$ cat src/rtl/hz_pkg.sv
/*
  Shared constants and types for the system-control coprocessor hazard
  timing unit: register indices, field positions, hazard cycle numbers,
  operation codes and the packed carriers between the unit and the core.
  Assumes one issued instruction or event per sys_clk cycle.
*/
// Operation
// - Move-to write lands, visible at cycle 5
// - Move-from samples its register at cycle 3
// - No interlock stalls for coprocessor dependencies
// - Xlat read samples at 2, writes at 5
// - Xlat writes sample at 2, entry usable 5
// - Probe samples at 2, index ready 6
// - Exception return samples at 2, clears at 4
// - Tag load writes tag registers by 5
// - Tag store samples 3; hit ops 3/5
// - Loads and stores sample their context at 3
// - Load/store exception registers ready at 5
// - Fetch exception: pc/status 4, rest 5
// - Instruction fetch samples its context at 2
// - Coprocessor-usable check evaluates at cycle 2
// - Interrupt sampling reads its inputs at 2
// - Shutdown flag after 2 inst, 4 data
// - Uncached from third fetch after move
// - Branch after trace bit set stalls
// - Enable-to-interrupt latency undefined around exceptions
package hz_pkg;
  localparam int DATA_W  = 64;
  localparam int IDX_W   = 5;
  localparam int NUM_REGS = 32;
  localparam int IP_W    = 8;
  localparam int STALL_W = 8;

  // Register indices
  localparam logic [IDX_W-1:0] REG_INDEX      = 5'h00;
  localparam logic [IDX_W-1:0] REG_RANDOM     = 5'h01;
  localparam logic [IDX_W-1:0] REG_ENTRY_LO0  = 5'h02;
  localparam logic [IDX_W-1:0] REG_ENTRY_LO1  = 5'h03;
  localparam logic [IDX_W-1:0] REG_CONTEXT    = 5'h04;
  localparam logic [IDX_W-1:0] REG_PAGE_MASK  = 5'h05;
  localparam logic [IDX_W-1:0] REG_BAD_VADDR  = 5'h08;
  localparam logic [IDX_W-1:0] REG_ENTRY_HI   = 5'h0A;
  localparam logic [IDX_W-1:0] REG_STATUS     = 5'h0C;
  localparam logic [IDX_W-1:0] REG_CAUSE      = 5'h0D;
  localparam logic [IDX_W-1:0] REG_EXC_PC     = 5'h0E;
  localparam logic [IDX_W-1:0] REG_CONFIG     = 5'h10;
  localparam logic [IDX_W-1:0] REG_WATCH_LO   = 5'h12;
  localparam logic [IDX_W-1:0] REG_WATCH_HI   = 5'h13;
  localparam logic [IDX_W-1:0] REG_WIDE_PTE   = 5'h14;
  localparam logic [IDX_W-1:0] REG_PARITY_ERR = 5'h1A;
  localparam logic [IDX_W-1:0] REG_TAG_LO     = 5'h1C;
  localparam logic [IDX_W-1:0] REG_TAG_HI     = 5'h1D;
  localparam logic [IDX_W-1:0] REG_ERROR_PC   = 5'h1E;

  // Field positions
  localparam int ST_IE = 0, ST_EXL = 1, ST_ERL = 2, ST_KSU_LSB = 3, ST_KSU_MSB = 4;
  localparam int ST_IM_LSB = 8, ST_IM_MSB = 15, ST_TS = 21, ST_TRACE = 24, ST_RE = 25;
  localparam int ST_CU0 = 28;
  localparam int CF_K0_LSB = 0, CF_K0_MSB = 2, CF_AD = 23, CF_EP_LSB = 24, CF_EP_MSB = 27;
  localparam int CA_EXC_LSB = 2, CA_EXC_MSB = 6, CA_IP_LSB = 8, CA_IP_MSB = 15;
  localparam int EH_ADDRESS_SPACE_ID_LSB = 0, EH_ADDRESS_SPACE_ID_MSB = 7;
  localparam int CTX_VPN_LSB = 4, CTX_VPN_MSB = 22, XCTX_VPN_LSB = 4, XCTX_VPN_MSB = 30;
  localparam int VA_VPN_LSB = 13, VA_CTX_MSB = 31, VA_XCTX_MSB = 39;
  localparam logic [2:0] K0_UNCACHED = 3'h2;
  localparam logic [1:0] KSU_KERNEL  = 2'h0;

  // Hazard cycles: sources sampled in that cycle, destinations visible in it
  localparam int MOVE_TO_DST = 5, MOVE_FROM_SRC = 3;
  localparam int XLAT_SRC = 2, XLAT_DST = 5, PROBE_DST = 6;
  localparam int EXCEPTION_RETURN_SRC = 2, EXCEPTION_RETURN_DST = 4;
  localparam int TAG_LOAD_DST = 5, TAG_STORE_SRC = 3, HIT_RD_SRC = 3, HIT_WR_DST = 5;
  localparam int LS_SRC = 3, LS_EXC_DST = 5, IF_EXC_EARLY_DST = 4, IF_EXC_DST = 5;
  localparam int FETCH_SRC = 2, CU_SRC = 2, INTR_SRC = 2;
  localparam int TS_INST_DST = 2, TS_DATA_DST = 4;
  localparam int STG_LAST = PROBE_DST - 1;

  typedef enum logic [4:0] {
    OP_NONE = 5'h00, OP_MOVE_TO = 5'h01, OP_MOVE_FROM = 5'h02, OP_XLAT_READ = 5'h03,
    OP_XLAT_WRITE_IDX = 5'h04, OP_XLAT_WRITE_RAND = 5'h05, OP_XLAT_PROBE = 5'h06,
    OP_EXC_RETURN = 5'h07, OP_TAG_LOAD = 5'h08, OP_TAG_STORE = 5'h09, OP_CACHE_HIT = 5'h0A,
    OP_LOAD = 5'h0B, OP_STORE = 5'h0C, OP_COPROC = 5'h0D, OP_LS_EXC = 5'h0E,
    OP_IF_EXC = 5'h0F, OP_TS_INST = 5'h10, OP_TS_DATA = 5'h11
  } hz_op_type;

  typedef struct packed {
    logic              valid;
    hz_op_type         op;
    logic [IDX_W-1:0]  reg_idx;
    logic [DATA_W-1:0] wdata;
    logic [DATA_W-1:0] pc;
    logic [4:0]        exc_code;
    logic              branch;
  } hz_issue_type;

  typedef struct packed {
    logic [DATA_W-1:0] page_mask;
    logic [DATA_W-1:0] entry_hi;
    logic [DATA_W-1:0] entry_lo0;
    logic [DATA_W-1:0] entry_lo1;
  } hz_xlat_entry_type;

  typedef struct packed {
    logic              read;
    logic              write;
    logic              probe;
    logic              use_random;
    logic [DATA_W-1:0] index;
    hz_xlat_entry_type entry;
  } hz_xlat_req_type;

  typedef struct packed {
    logic [DATA_W-1:0] tag_lo;
    logic [DATA_W-1:0] tag_hi;
    logic [DATA_W-1:0] parity;
  } hz_tag_type;

  typedef struct packed {
    logic [7:0] address_space_id;
    logic [1:0] privilege_level;
    logic       exception_level;
    logic       error_level;
    logic       re;
    logic [2:0] k0;
  } hz_mode_type;

  typedef struct packed {
    hz_mode_type       mode;
    logic              ad;
    logic [3:0]        ep;
    logic [DATA_W-1:0] watch_lo;
    logic [DATA_W-1:0] watch_hi;
  } hz_ls_ctx_type;
endpackage : hz_pkg

$ cat src/rtl/hz_sysctl_hazard.sv
/*
  System-control coprocessor state and its hazard timing. Each issued
  instruction or event walks a fixed pipe; sources are sampled and
  destinations written in the documented hazard cycles.
  Assumes the core issues at most one item per cycle and that software
  keeps the required spacing, since nothing here interlocks.
*/
module hz_sysctl_hazard #(
  parameter int TRACE_STALL_CYC = 4
) (
  // Clock and reset
  input  wire logic                          sys_clk,
  input  wire logic                          reset_n,
  // Issue stream, cycle 1 of each item
  input  wire hz_pkg::hz_issue_type          issue,
  // Interrupt request pins
  input  wire logic [hz_pkg::IP_W-1:0]       intr_pending,
  // Translation buffer
  output hz_pkg::hz_xlat_req_type            xlat_req,
  output logic                               xlat_commit,
  input  wire hz_pkg::hz_xlat_entry_type     xlat_rd_entry,
  input  wire logic [hz_pkg::DATA_W-1:0]     xlat_probe_index,
  // Cache tags and lines
  input  wire hz_pkg::hz_tag_type            cache_tag_in,
  output hz_pkg::hz_tag_type                 cache_tag_out,
  output logic                               cache_tag_store,
  output logic                               cache_line_rd,
  output logic                               cache_line_wr,
  // Register read and return
  output logic                               mfc_valid,
  output logic [hz_pkg::DATA_W-1:0]          mfc_data,
  output logic                               exception_return_valid,
  output logic [hz_pkg::DATA_W-1:0]          exception_return_target,
  // Sampled contexts and checks
  output hz_pkg::hz_mode_type                fetch_ctx,
  output logic                               fetch_uncached,
  output logic                               ls_valid,
  output hz_pkg::hz_ls_ctx_type              ls_ctx,
  output logic                               cu_fault,
  output logic                               intr_req,
  output logic                               trace_stall
);
  import hz_pkg::*;

  hz_issue_type                  stg        [1:STG_LAST];
  logic [$bits(hz_issue_type)-1:0] taps     [STG_LAST-1];
  logic [DATA_W-1:0]             regs_q     [NUM_REGS];
  logic [DATA_W-1:0]             regs_next  [NUM_REGS];
  logic [NUM_REGS-1:0]           regs_we;
  logic [DATA_W-1:0]             status, config_w, entry_hi, cause;
  logic [IP_W-1:0]               ip_meta_reg, ip_sync_reg;
  logic                          exc_in_flight;
  logic                          prev_trace_set_reg, trace_trig;
  logic [STALL_W-1:0]            stall_cnt_reg;
  hz_xlat_req_type               xlat_req_reg;
  hz_tag_type                    tag_out_reg;
  hz_mode_type                   fetch_ctx_reg;
  hz_ls_ctx_type                 ls_ctx_reg;
  logic [DATA_W-1:0]             exception_return_target_reg;
  logic xlat_commit_reg, tag_store_reg, line_rd_reg, line_wr_reg, mfc_valid_reg;
  logic exception_return_valid_reg, uncached_reg, ls_valid_reg, cu_fault_reg, intr_req_reg;
  logic trace_stall_reg;

  function automatic logic is_op(input hz_issue_type s, input hz_op_type o);
    return s.valid && (s.op == o);
  endfunction : is_op

  function automatic hz_mode_type mode_of(input logic [DATA_W-1:0] st,
                                          input logic [DATA_W-1:0] cf,
                                          input logic [DATA_W-1:0] eh);
    hz_mode_type m;
    m.address_space_id = eh[EH_ADDRESS_SPACE_ID_MSB:EH_ADDRESS_SPACE_ID_LSB];
    m.privilege_level  = st[ST_KSU_MSB:ST_KSU_LSB];
    m.exception_level  = st[ST_EXL];
    m.error_level  = st[ST_ERL];
    m.re   = st[ST_RE];
    m.k0   = cf[CF_K0_MSB:CF_K0_LSB];
    return m;
  endfunction : mode_of

  // Pipe advances every cycle; no dependency ever holds it
  hz_delay #(
    .WIDTH ($bits(hz_issue_type)),
    .DEPTH (STG_LAST - 1)
  ) u_pipe (
    .sys_clk (sys_clk),
    .reset_n (reset_n),
    .din     (issue),
    .taps    (taps)
  );

  always_comb begin
    stg[1] = issue;
    for (int k = 2; k <= STG_LAST; k++) begin
      stg[k] = hz_issue_type'(taps[k-2]);
    end
  end

  hz_regfile #(
    .NREGS (NUM_REGS),
    .WIDTH (DATA_W),
    .IDX_W (IDX_W)
  ) u_regs (
    .sys_clk (sys_clk),
    .reset_n (reset_n),
    .wr_en   (regs_we),
    .wr_data (regs_next),
    .rd_idx  (stg[MOVE_FROM_SRC].reg_idx),
    .rd_data (mfc_data),
    .regs    (regs_q)
  );

  assign status   = regs_q[REG_STATUS];
  assign config_w = regs_q[REG_CONFIG];
  assign entry_hi = regs_q[REG_ENTRY_HI];
  assign cause    = regs_q[REG_CAUSE];

  // Software write first, hardware events after so they win on conflict
  always_comb begin
    regs_next = regs_q;
    regs_we   = '0;
    if (is_op(stg[MOVE_TO_DST-1], OP_MOVE_TO)) begin
      regs_next[stg[MOVE_TO_DST-1].reg_idx] = stg[MOVE_TO_DST-1].wdata;
      regs_we[stg[MOVE_TO_DST-1].reg_idx]   = 1'b1;
    end
    if (is_op(stg[XLAT_DST-1], OP_XLAT_READ)) begin
      regs_next[REG_PAGE_MASK] = xlat_rd_entry.page_mask;
      regs_next[REG_ENTRY_HI]  = xlat_rd_entry.entry_hi;
      regs_next[REG_ENTRY_LO0] = xlat_rd_entry.entry_lo0;
      regs_next[REG_ENTRY_LO1] = xlat_rd_entry.entry_lo1;
      regs_we[REG_PAGE_MASK]   = 1'b1;
      regs_we[REG_ENTRY_HI]    = 1'b1;
      regs_we[REG_ENTRY_LO0]   = 1'b1;
      regs_we[REG_ENTRY_LO1]   = 1'b1;
    end
    if (is_op(stg[PROBE_DST-1], OP_XLAT_PROBE)) begin
      regs_next[REG_INDEX] = xlat_probe_index;
      regs_we[REG_INDEX]   = 1'b1;
    end
    if (is_op(stg[TAG_LOAD_DST-1], OP_TAG_LOAD)) begin
      regs_next[REG_TAG_LO]     = cache_tag_in.tag_lo;
      regs_next[REG_TAG_HI]     = cache_tag_in.tag_hi;
      regs_next[REG_PARITY_ERR] = cache_tag_in.parity;
      regs_we[REG_TAG_LO]       = 1'b1;
      regs_we[REG_TAG_HI]       = 1'b1;
      regs_we[REG_PARITY_ERR]   = 1'b1;
    end
    // Return clears error_level if set, else exception_level
    if (is_op(stg[EXCEPTION_RETURN_DST-1], OP_EXC_RETURN)) begin
      if (regs_next[REG_STATUS][ST_ERL]) begin
        regs_next[REG_STATUS][ST_ERL] = 1'b0;
      end else begin
        regs_next[REG_STATUS][ST_EXL] = 1'b0;
      end
      regs_we[REG_STATUS] = 1'b1;
    end
    // Fetch faults record pc and level one cycle earlier
    if (is_op(stg[IF_EXC_EARLY_DST-1], OP_IF_EXC)) begin
      regs_next[REG_EXC_PC]         = stg[IF_EXC_EARLY_DST-1].pc;
      regs_next[REG_STATUS][ST_EXL] = 1'b1;
      regs_we[REG_EXC_PC]           = 1'b1;
      regs_we[REG_STATUS]           = 1'b1;
    end
    if (is_op(stg[LS_EXC_DST-1], OP_LS_EXC)) begin
      regs_next[REG_EXC_PC]         = stg[LS_EXC_DST-1].pc;
      regs_next[REG_STATUS][ST_EXL] = 1'b1;
      regs_we[REG_EXC_PC]           = 1'b1;
      regs_we[REG_STATUS]           = 1'b1;
    end
    // Both fault kinds land their address registers in the same cycle
    if (is_op(stg[LS_EXC_DST-1], OP_LS_EXC) || is_op(stg[IF_EXC_DST-1], OP_IF_EXC)) begin
      regs_next[REG_CAUSE][CA_EXC_MSB:CA_EXC_LSB] = stg[IF_EXC_DST-1].exc_code;
      regs_next[REG_BAD_VADDR] = stg[IF_EXC_DST-1].wdata;
      regs_next[REG_CONTEXT][CTX_VPN_MSB:CTX_VPN_LSB] =
        stg[IF_EXC_DST-1].wdata[VA_CTX_MSB:VA_VPN_LSB];
      regs_next[REG_WIDE_PTE][XCTX_VPN_MSB:XCTX_VPN_LSB] =
        stg[IF_EXC_DST-1].wdata[VA_XCTX_MSB:VA_VPN_LSB];
      regs_we[REG_CAUSE]     = 1'b1;
      regs_we[REG_BAD_VADDR] = 1'b1;
      regs_we[REG_CONTEXT]   = 1'b1;
      regs_we[REG_WIDE_PTE]  = 1'b1;
    end
    if (is_op(stg[TS_INST_DST-1], OP_TS_INST) || is_op(stg[TS_DATA_DST-1], OP_TS_DATA)) begin
      regs_next[REG_STATUS][ST_TS] = 1'b1;
      regs_we[REG_STATUS]          = 1'b1;
    end
    // Pending lines always overwrite the pending field
    regs_next[REG_CAUSE][CA_IP_MSB:CA_IP_LSB] = ip_sync_reg;
    regs_we[REG_CAUSE] = 1'b1;
  end

  always_ff @(posedge sys_clk or negedge reset_n) begin
    if (!reset_n) begin
      ip_meta_reg <= '0;
      ip_sync_reg <= '0;
    end else begin
      ip_meta_reg <= intr_pending;
      ip_sync_reg <= ip_meta_reg;
    end
  end

  // Move-from reads in cycle 3; a move-to right before it is illegal
  always_ff @(posedge sys_clk or negedge reset_n) begin
    if (!reset_n) begin
      mfc_valid_reg <= 1'b0;
    end else begin
      mfc_valid_reg <= is_op(stg[MOVE_FROM_SRC], OP_MOVE_FROM);
    end
  end

  always_ff @(posedge sys_clk or negedge reset_n) begin
    if (!reset_n) begin
      xlat_req_reg    <= '0;
      xlat_commit_reg <= 1'b0;
    end else begin
      xlat_req_reg.read       <= is_op(stg[XLAT_SRC], OP_XLAT_READ);
      xlat_req_reg.write      <= is_op(stg[XLAT_SRC], OP_XLAT_WRITE_IDX) ||
                                 is_op(stg[XLAT_SRC], OP_XLAT_WRITE_RAND);
      xlat_req_reg.probe      <= is_op(stg[XLAT_SRC], OP_XLAT_PROBE);
      xlat_req_reg.use_random <= is_op(stg[XLAT_SRC], OP_XLAT_WRITE_RAND);
      xlat_req_reg.index      <= is_op(stg[XLAT_SRC], OP_XLAT_WRITE_RAND) ?
                                 regs_q[REG_RANDOM] : regs_q[REG_INDEX];
      xlat_req_reg.entry      <= {regs_q[REG_PAGE_MASK], entry_hi,
                                  regs_q[REG_ENTRY_LO0], regs_q[REG_ENTRY_LO1]};
      xlat_commit_reg <= is_op(stg[XLAT_DST-1], OP_XLAT_WRITE_IDX) ||
                         is_op(stg[XLAT_DST-1], OP_XLAT_WRITE_RAND);
    end
  end

  always_ff @(posedge sys_clk or negedge reset_n) begin
    if (!reset_n) begin
      exception_return_valid_reg  <= 1'b0;
      exception_return_target_reg <= '0;
    end else begin
      exception_return_valid_reg  <= is_op(stg[EXCEPTION_RETURN_SRC], OP_EXC_RETURN);
      exception_return_target_reg <= status[ST_ERL] ? regs_q[REG_ERROR_PC] : regs_q[REG_EXC_PC];
    end
  end

  always_ff @(posedge sys_clk or negedge reset_n) begin
    if (!reset_n) begin
      tag_store_reg <= 1'b0;
      tag_out_reg   <= '0;
      line_rd_reg   <= 1'b0;
      line_wr_reg   <= 1'b0;
    end else begin
      tag_store_reg <= is_op(stg[TAG_STORE_SRC], OP_TAG_STORE);
      tag_out_reg   <= {regs_q[REG_TAG_LO], regs_q[REG_TAG_HI], regs_q[REG_PARITY_ERR]};
      line_rd_reg   <= is_op(stg[HIT_RD_SRC], OP_CACHE_HIT);
      line_wr_reg   <= is_op(stg[HIT_WR_DST-1], OP_CACHE_HIT);
    end
  end

  // Config writes at 5 against fetch sampling at 2: third fetch after the move
  always_ff @(posedge sys_clk or negedge reset_n) begin
    if (!reset_n) begin
      fetch_ctx_reg <= '0;
      uncached_reg  <= 1'b0;
      cu_fault_reg  <= 1'b0;
    end else begin
      if (stg[FETCH_SRC].valid) begin
        fetch_ctx_reg <= mode_of(status, config_w, entry_hi);
        uncached_reg  <= config_w[CF_K0_MSB:CF_K0_LSB] == K0_UNCACHED;
      end
      cu_fault_reg <= is_op(stg[CU_SRC], OP_COPROC) && !status[ST_CU0] &&
                      status[ST_KSU_MSB:ST_KSU_LSB] != KSU_KERNEL &&
                      !status[ST_EXL] && !status[ST_ERL];
    end
  end

  always_ff @(posedge sys_clk or negedge reset_n) begin
    if (!reset_n) begin
      ls_valid_reg <= 1'b0;
      ls_ctx_reg   <= '0;
    end else begin
      ls_valid_reg <= is_op(stg[LS_SRC], OP_LOAD) || is_op(stg[LS_SRC], OP_STORE);
      if (is_op(stg[LS_SRC], OP_LOAD) || is_op(stg[LS_SRC], OP_STORE)) begin
        ls_ctx_reg.mode     <= mode_of(status, config_w, entry_hi);
        ls_ctx_reg.ad       <= config_w[CF_AD];
        ls_ctx_reg.ep       <= config_w[CF_EP_MSB:CF_EP_LSB];
        ls_ctx_reg.watch_lo <= regs_q[REG_WATCH_LO];
        ls_ctx_reg.watch_hi <= regs_q[REG_WATCH_HI];
      end
    end
  end

  // No recognition while a flow change is in the pipe; latency is not promised there
  always_comb begin
    exc_in_flight = 1'b0;
    for (int k = 1; k <= STG_LAST; k++) begin
      if (is_op(stg[k], OP_LS_EXC) || is_op(stg[k], OP_IF_EXC) || is_op(stg[k], OP_EXC_RETURN)) begin
        exc_in_flight = 1'b1;
      end
    end
  end

  always_ff @(posedge sys_clk or negedge reset_n) begin
    if (!reset_n) begin
      intr_req_reg <= 1'b0;
    end else begin
      intr_req_reg <= |(cause[CA_IP_MSB:CA_IP_LSB] & status[ST_IM_MSB:ST_IM_LSB]) &&
                      status[ST_IE] && !status[ST_EXL] && !status[ST_ERL] &&
                      !exc_in_flight;
    end
  end

  // Only stall in the unit: branch right after trace bit set
  assign trace_trig = issue.valid && issue.branch && prev_trace_set_reg;

  always_ff @(posedge sys_clk or negedge reset_n) begin
    if (!reset_n) begin
      prev_trace_set_reg <= 1'b0;
      stall_cnt_reg      <= '0;
      trace_stall_reg    <= 1'b0;
    end else begin
      prev_trace_set_reg <= is_op(issue, OP_MOVE_TO) && issue.reg_idx == REG_STATUS &&
                            issue.wdata[ST_TRACE];
      if (trace_trig) begin
        stall_cnt_reg <= STALL_W'(TRACE_STALL_CYC);
      end else if (stall_cnt_reg != '0) begin
        stall_cnt_reg <= stall_cnt_reg - STALL_W'(1);
      end
      trace_stall_reg <= trace_trig || stall_cnt_reg > STALL_W'(1);
    end
  end

  assign xlat_req        = xlat_req_reg;
  assign xlat_commit     = xlat_commit_reg;
  assign cache_tag_out   = tag_out_reg;
  assign cache_tag_store = tag_store_reg;
  assign cache_line_rd   = line_rd_reg;
  assign cache_line_wr   = line_wr_reg;
  assign mfc_valid       = mfc_valid_reg;
  assign exception_return_valid      = exception_return_valid_reg;
  assign exception_return_target     = exception_return_target_reg;
  assign fetch_ctx       = fetch_ctx_reg;
  assign fetch_uncached  = uncached_reg;
  assign ls_valid        = ls_valid_reg;
  assign ls_ctx          = ls_ctx_reg;
  assign cu_fault        = cu_fault_reg;
  assign intr_req        = intr_req_reg;
  assign trace_stall     = trace_stall_reg;
endmodule : hz_sysctl_hazard

$ cat src/rtl/hz_delay.sv
/*
  Fixed-depth delay line: tap k holds the input of k+1 cycles ago.
  Assumes a single clock and that the line never stalls.
*/
module hz_delay #(
  parameter int WIDTH = 8,
  parameter int DEPTH = 4
) (
  // Clock and reset
  input  wire logic             sys_clk,
  input  wire logic             reset_n,
  // Data
  input  wire logic [WIDTH-1:0] din,
  output logic      [WIDTH-1:0] taps [DEPTH]
);
  for (genvar g = 0; g < DEPTH; g++) begin : g_tap
    always_ff @(posedge sys_clk or negedge reset_n) begin
      if (!reset_n) begin
        taps[g] <= '0;
      end else if (g == 0) begin
        taps[g] <= din;
      end else begin
        taps[g] <= taps[(g == 0) ? 0 : g - 1];
      end
    end
  end
endmodule : hz_delay

$ cat src/rtl/hz_regfile.sv
/*
  Coprocessor register array with one write enable per word and a
  registered read port. All words are also visible in parallel.
  Assumes the owner merges all writers into one next value per word.
*/
module hz_regfile #(
  parameter int NREGS = 32,
  parameter int WIDTH = 64,
  parameter int IDX_W = 5
) (
  // Clock and reset
  input  wire logic             sys_clk,
  input  wire logic             reset_n,
  // Write side
  input  wire logic [NREGS-1:0] wr_en,
  input  wire logic [WIDTH-1:0] wr_data [NREGS],
  // Read side
  input  wire logic [IDX_W-1:0] rd_idx,
  output logic      [WIDTH-1:0] rd_data,
  output logic      [WIDTH-1:0] regs    [NREGS]
);
  for (genvar g = 0; g < NREGS; g++) begin : g_word
    always_ff @(posedge sys_clk or negedge reset_n) begin
      if (!reset_n) begin
        regs[g] <= '0;
      end else if (wr_en[g]) begin
        regs[g] <= wr_data[g];
      end
    end
  end

  // Read sees the word before any write of the same edge
  always_ff @(posedge sys_clk or negedge reset_n) begin
    if (!reset_n) begin
      rd_data <= '0;
    end else begin
      rd_data <= regs[rd_idx];
    end
  end
endmodule : hz_regfile

$ cat config.mk
export PLATFORM = sky130hd
export DESIGN_NAME = hz_sysctl_hazard
export DESIGN_NICKNAME = d
export VERILOG_FILES = /design/src/rtl/hz_pkg.sv /design/src/rtl/hz_sysctl_hazard.sv /design/src/rtl/hz_delay.sv /design/src/rtl/hz_regfile.sv
export SDC_FILE = /design/constraint.sdc
export NUM_CORES = 2
export LEC_CHECK = 0
export BUFFER_PORTS_ARGS = -buffer_cell sky130_fd_sc_hd__buf_2
export CORE_AREA = 2 2 571 573
export DETAILED_ROUTE_END_ITERATION = 12
export DIE_AREA = 0 0 573 575
export PLACE_DENSITY_LB_ADDON = 0.15
export SLEW_MARGIN = 20
export SYNTH_ARGS = -nofsm -noshare
export SYNTH_HDL_FRONTEND = slang
export SYNTH_SLANG_ARGS = --single-unit
$ cat constraint.sdc
create_clock -name sys_clk -period 2.5 [get_ports sys_clk]
set_input_delay 0.5 -clock sys_clk [delete_from_list [all_inputs] [get_ports sys_clk]]
set_output_delay 0.5 -clock sys_clk [all_outputs]
set_load 0.03 [all_outputs]
==> After elaboration in Yosys (flattened, before gate mapping) <==
Index checks and enable logic that the tools add are counted.
{ "op_classes": {"n_addsub": 1, "mul": 0, "div_mod_pow": 0, "magnitude_cmp": 6, "n_eq_ne": 37, "shifts": 0, "mux": 51, "bitwise": 3, "reduce_logical": 112} }
{ "ops": {"columns": ["cell", "count"], "rows": [
  ["$bwmux 2048", 1],
  ["$mux 2048", 1],
  ["$mux 64", 12],
  ["$bmux 64 s5", 1],
  ["$demux 64 s5", 1],
  ["$mux 128", 2],
  ["$eq 5x4->1 const B", 18],
  ["$reduce_and 2->1", 34],
  ["$eq 5x3->1 const B", 11],
  ["$logic_and 1x1->1", 49],
  ["$mux 32", 1],
  ["$mux 27", 1],
  ["$mux 1", 23],
  ["$mux 19", 1],
  ["$mux 8", 2],
  ["$eq 5x2->1 const B", 3],
  ["$logic_or 1x1->1", 15],
  ["$reduce_bool 2->1", 7],
  ["$ge 6x6->1 const B", 2],
  ["$not 5->6", 2],
  ["$eq 5x1->1 const B", 2],
  ["$eq 5x5->1 const B", 2],
  ["$and 8x8->8", 1],
  ["$gt 8x1->1 const B", 1],
  ["12 further kinds", 17]
]} }
{ "totals": {"register_bits": 3473, "latch_bits": 0, "ramBits": 0, "romBits": 0, "in_bits": 667, "output_inout_bits": 820, "word_cells": 297, "n_memories": 0} }

==> Logic depth before layout (Yosys ltp) <==
{ "depth": {"depth_word": 11, "mapped_depth": 8, "depth_no_buf": 6} }

==> By module <==
Synthesis repeated with hierarchy kept, for this count alone.
{ "hier_totals": {"hier_cells": 12192, "hier_area_um2": 162701.0} }
{ "modules_own_cells": {"columns": ["mod", "n_inst", "cells_each", "area_per_inst_um2", "seq_area_each_um2"], "rows": [
  ["hz_regfile", 1, 5333, 92754.0, 52850.7],
  ["hz_sysctl_hazard", 1, 6279, 55433.2, 19543.7],
  ["hz_delay", 1, 580, 14513.9, 14513.9]
]} }

==> Worst setup path before layout <==
Ideal clock, no wire load.
{ "synth_timing": {"path_type": "register to register", "startpoint": "register u_pipe.taps[429] (netlist bit)", "endpoint": "register ls_ctx_reg (netlist bit ls_ctx[100])", "setup_ps": 125, "t_arrival_ps": 1890, "required_time_ps": 2375, "path_slack_ps": 485, "path_stages_with_launch": 7, "n_path_buf": 3, "synth_period_minus_slack_ps": 2015, "cell_sequence": "dfrtp_1 > clkbuf_1 > or3b_2 > a21oi_2 > buf_2 > buf_4 > mux2_2"} }
{ "synth_between": {"elab_chain_cells": 3, "word_cells_on_any_way": 5, "cone_classes": "eq/ne: 2; reduce/logical: 3"} }
{ "synth_lines": {"columns": ["element", "line", "text"], "rows": [
  ["start: declaration", "hz_delay.sv:14", "output logic [WIDTH-1:0] taps [DEPTH]"],
  ["start signal: indexed assignment", "hz_delay.sv:21", "taps[g] <= din;"],
  ["start signal: indexed assignment", "hz_delay.sv:23", "taps[g] <= taps[(g == 0) ? 0 : g - 1];"],
  ["$eq 5x4->1", "hz_sysctl_hazard.sv:65", "return s.valid && (s.op == o);"],
  ["$logic_and 1x1->1", "hz_sysctl_hazard.sv:65", null],
  ["$logic_or 1x1->1 *", "hz_sysctl_hazard.sv:277", "if (is_op(stg[LS_SRC], OP_LOAD) || is_op(stg[LS_SRC], OP_STORE)) begin"],
  ["end: declaration", "hz_sysctl_hazard.sv:58", "hz_ls_ctx_type ls_ctx_reg;"]
]} }
Every way passes the cells marked *; elsewhere a longest branch is shown, timed or not.
A chain may end at the register's enable or synchronous reset.

==> Final worst setup path <==
{ "layout_timing": {"startpoint": "register u_pipe.taps[426] (netlist bit)", "endpoint": "register u_regs.rd_data[45]"} }
{ "layout_between": {"elab_chain_cells": 4} }
{ "layout_lines": {"columns": ["element", "line", "text"], "rows": [
  ["$not 5->6 (implied by the code)", "hz_regfile.sv:37", "rd_data <= regs[rd_idx];"],
  ["$bmux 64 s5", "hz_regfile.sv:37", null],
  ["$mux 64 (implied by the code) (2 in series)", "hz_regfile.sv:37", null],
  ["end signal: assignment", "hz_regfile.sv:37", null],
  ["end: declaration", "hz_regfile.sv:19", "output logic [WIDTH-1:0] rd_data,"]
]} }
Every way passes these cells. The select of a mux whose other input is x is not followed.

==> key figures <==
Synth
  • Post-Syn Area: 133,000 um^2
  • Number of distinct library cells after synthesis: 68
  • Ys async rst share: 100%
  • Synth warn: 0
  • Ys flop type: dfrtp_1
  • Register area share after synthesis: 62.6%
  • Gate Count Post-Synth: 9,003
  • Syn_area_per_cell: 14.8 um^2
  • Syn Nets: 9,672
  • Seq cells post-synth: 3,331
  • Post-synth EDFFs: 0

STA
  • Setup violators final: 1
  • Slew margin rel.: 14.7%
  • Tcrit/Tclk final: 102%
  • RSZ-0062 raised after global routing: no
  • Worst Tran Pin Value: 1.28 ns
  • Final Worst Setup Slack: -0.0395 ns
  • Final Skew: 0.0684 ns
  • Hold violation count in the final report: 0
  • Max Clk Rate: 394 MHz
  • Slew Limit Fails: 0
  • Fin crit period: 2.54 ns

Setup path
  • Setup CP Type: flop to flop
  • Worst r2r path cells: 6
  • Critical Path End Type: flop
  • Required time of the worst setup path: 3.30 ns
  • R2r setup slk: -0.04 ns
  • WP data arrival: 3.34 ns
  • Crit-path max FO: 33
  • CP startpoint kind: flop
  • Worst r2r dst: u_regs.rd_data[45]
  • R2r startpoint: u_pipe.taps[426]

Placement
  • Placed cell count: 14,500
  • Place WS: -0.125 ns
  • Dpl hpwl: 403 mm
  • Gp weighted congestion: 0.899
  • PortBufs: 1,486

Clocking
  • Num CTS Buffers: 363
  • Root buffer cell: clkbuf_16
  • Clk sinks: 3,331
  • CTS tree: yes
  • Worst-Skew Late Latency: 0.99 ns
  • Clk slew on worst S/H paths: 0.06 ns
  • H-tree depth: 5
  • Clock Path Buffers: 4

Power
  • Maximum VDD drop: 0.614 mV
  • PD cells: 819 nW/um^2
  • Tot Pwr: 138 mW
  • LEAKAGE: 80.8 nW

Global routing
  • Vias in the first global route: 98,100
  • Grt total ovfl: 0
  • Largest net degree at the start of global routing: 148
  • Initial antenna violation count: 80
  • Gr usage total: 35.1%
  • First-pass GRT wire length: 806 mm

Run
  • Max cap viols: 0

Hold path
  • Hold EP: u_regs.regs[1878]
  • Hold path start: xlat_rd_entry[86]
  • Tightest Hold Check Type: input pin to flop
  • Worst hold path depth: 3

Floorplan
  • Width of the die: 573 um
  • Core ar.: 323,000 um^2
  • Initial Util: 41.2%
  • # rows: 209
  • Full die area: 329,000 um^2
  • I/O pin count: 1,487
  • Chip Height: 575 um

Routing
  • Routed WL: 585 mm
  • WL per Instance: 36.8 um
  • Drt pass-1 iters: 5
  • DRC: 0
  • DRT antenna net count: 0
  • Detailed-route via count: 95,400
  • DRT iter0 DRCs: 9,723
  • Vias per Instance: 6.00

Outcome
  • Status: finished, violations left
  • Failing checks: setup timing

Finish
  • Nets: 11,900
  • Layout Cells excl Fill: 15,900
  • Area grow syn2layout: 26.8%
  • Layout cell share with drive strength beyond 1: 42.0%
  • Final core occ: 52.3%
  • Max reg flops: 2,048
-- cells in the mapped netlist (126+ instances only) --
cell type	n	area [um^2]
nand3_1	139	696
o21ai_0	139	696
nand2_1	429	1610
a21oi_1	386	1930
o22ai_1	399	2500
mux2i_1	279	2790
mux2_2	1606	18100
nor2_1	303	1140
dfrtp_1	3331	83400
mux4_2	506	11400
a221o_1	126	1260
clkbuf_1	443	1660
buf_2	238	1190
-- timing repair --
action	in CTS	in global routing
cloned	0	0
buffers inserted	4	2
hold buffers	664	0
gates resized for setup	1	1
setup endpoints to repair	26	31
hold endpoints to repair	1580	0
pin swaps	1	0
-- worst max-delay path, stage by stage (launching register included) --
cell     delay, ns
dfrtp_4       0.68
buf_12        0.24
buf_12        0.25
buf_4         0.22
mux4_2        0.30
o22ai_1       0.43
nor3_1        0.14
-- power by group --
part	internal [mW]	total, mW	leakage, nW	switching (mW)
Combinational	6.92	17.7	31.8	10.8
Sequential	58.6	63.9	42.9	5.28
Clock	33.1	56.8	6.19	23.7
Total	98.7	138	80.8	39.7
-- cells by family (layout without fill, tap and decap cells) --
group / Yosys count / after routing / synth area share, %
other: 0 / 34 / 0
multiplexers: 2414 / 2414 / 24.4
flip-flops: 3331 / 3331 / 62.6
buffers and inverters: 829 / 3368 / 2.87
AO/OA/AOI/OAI: 1281 / 1281 / 6.23
AND/OR/NAND/NOR: 1143 / 1143 / 3.87
XOR/XNOR: 3 / 3 / 0.0197
adder cells (fa/ha/maj): 2 / 2 / 0.0188
-- layout make-up --
type / count / area [um^2]
Antenna cell: 34 / 85.1
Clock buffer: 494 / 10300
Clock inverter: 166 / 2260
Fill cell: 27000 / 154000
Inverter: 13 / 56.3
Multi-Input combinational cell: 4843 / 46600
Sequential cell: 3331 / 83400
Tap cell: 4325 / 5410
Timing Repair Buffer: 2695 / 20800
-- metrics by stage --
step	instance area, um^2	hold WS (ns)	setup TNS, ns
after floorplan	133000	0.204	0
after global placement	150000	0.331	-0.176
after detailed placement	150000	0.335	-0.447
after CTS	169000	0.00279	0
after global routing	169000	0.0329	0
final	169000	0.0853	-0.0395
-- layout by cell type (no fill, tap or decap), drive strengths merged, types with 4 or more instances in the layout --
master / instances
inv: 32
mux2i: 279
nor2b: 9
dlygate4sd3: 664
clkbuf: 494
dfrtp: 3331
or2: 11
o2bb2ai: 68
bufinv: 38
a22oi: 12
nor4: 5
and2: 69
or3b: 4
mux4: 506
diode: 34
o22a: 40
nand4b: 4
clkinvlp: 15
o22ai: 399
and4: 8
nor2: 305
buf: 2031
mux2: 1629
o211ai: 4
and3: 13
a21oi: 387
nand2: 445
a32o: 10
nor3: 85
o21ai: 139
a31oi: 40
nand3b: 9
a221o: 126
a221oi: 4
nor3b: 7
o221ai: 41
nand3: 139
clkinv: 94
nand4: 14
-- how the worst max path moves through the flow --
stage	from	to	cells after the start
6_report	u_pipe.taps[426]	u_regs.rd_data[45]	6
3_5_place_dp	u_pipe.taps[428]	u_regs.rd_data[46]	7
5_1_grt	u_pipe.taps[289]	u_regs.regs[1878]	7
4_1_cts	u_pipe.taps[426]	u_regs.rd_data[45]	6
3_3_place_gp	u_pipe.taps[428]	u_regs.rd_data[46]	7
2_1_floorplan	u_pipe.taps[429]	ls_ctx[100]	6
-- metal layers --
| layer | wire length, um | vias to the layer above | GRT usage [%] |
|---|---|---|---|
| met5 | 114 | - | 0 |
| met3 | 44200 | 1109 | 6.55 |
| met4 | 33500 | 16 | 17.7 |
| met2 | 278000 | 5256 | 56.4 |
| met1 | 230000 | 51500 | 45.8 |
| li1 | - | 37600 | - |
Power figures use the tool's default switching activity.
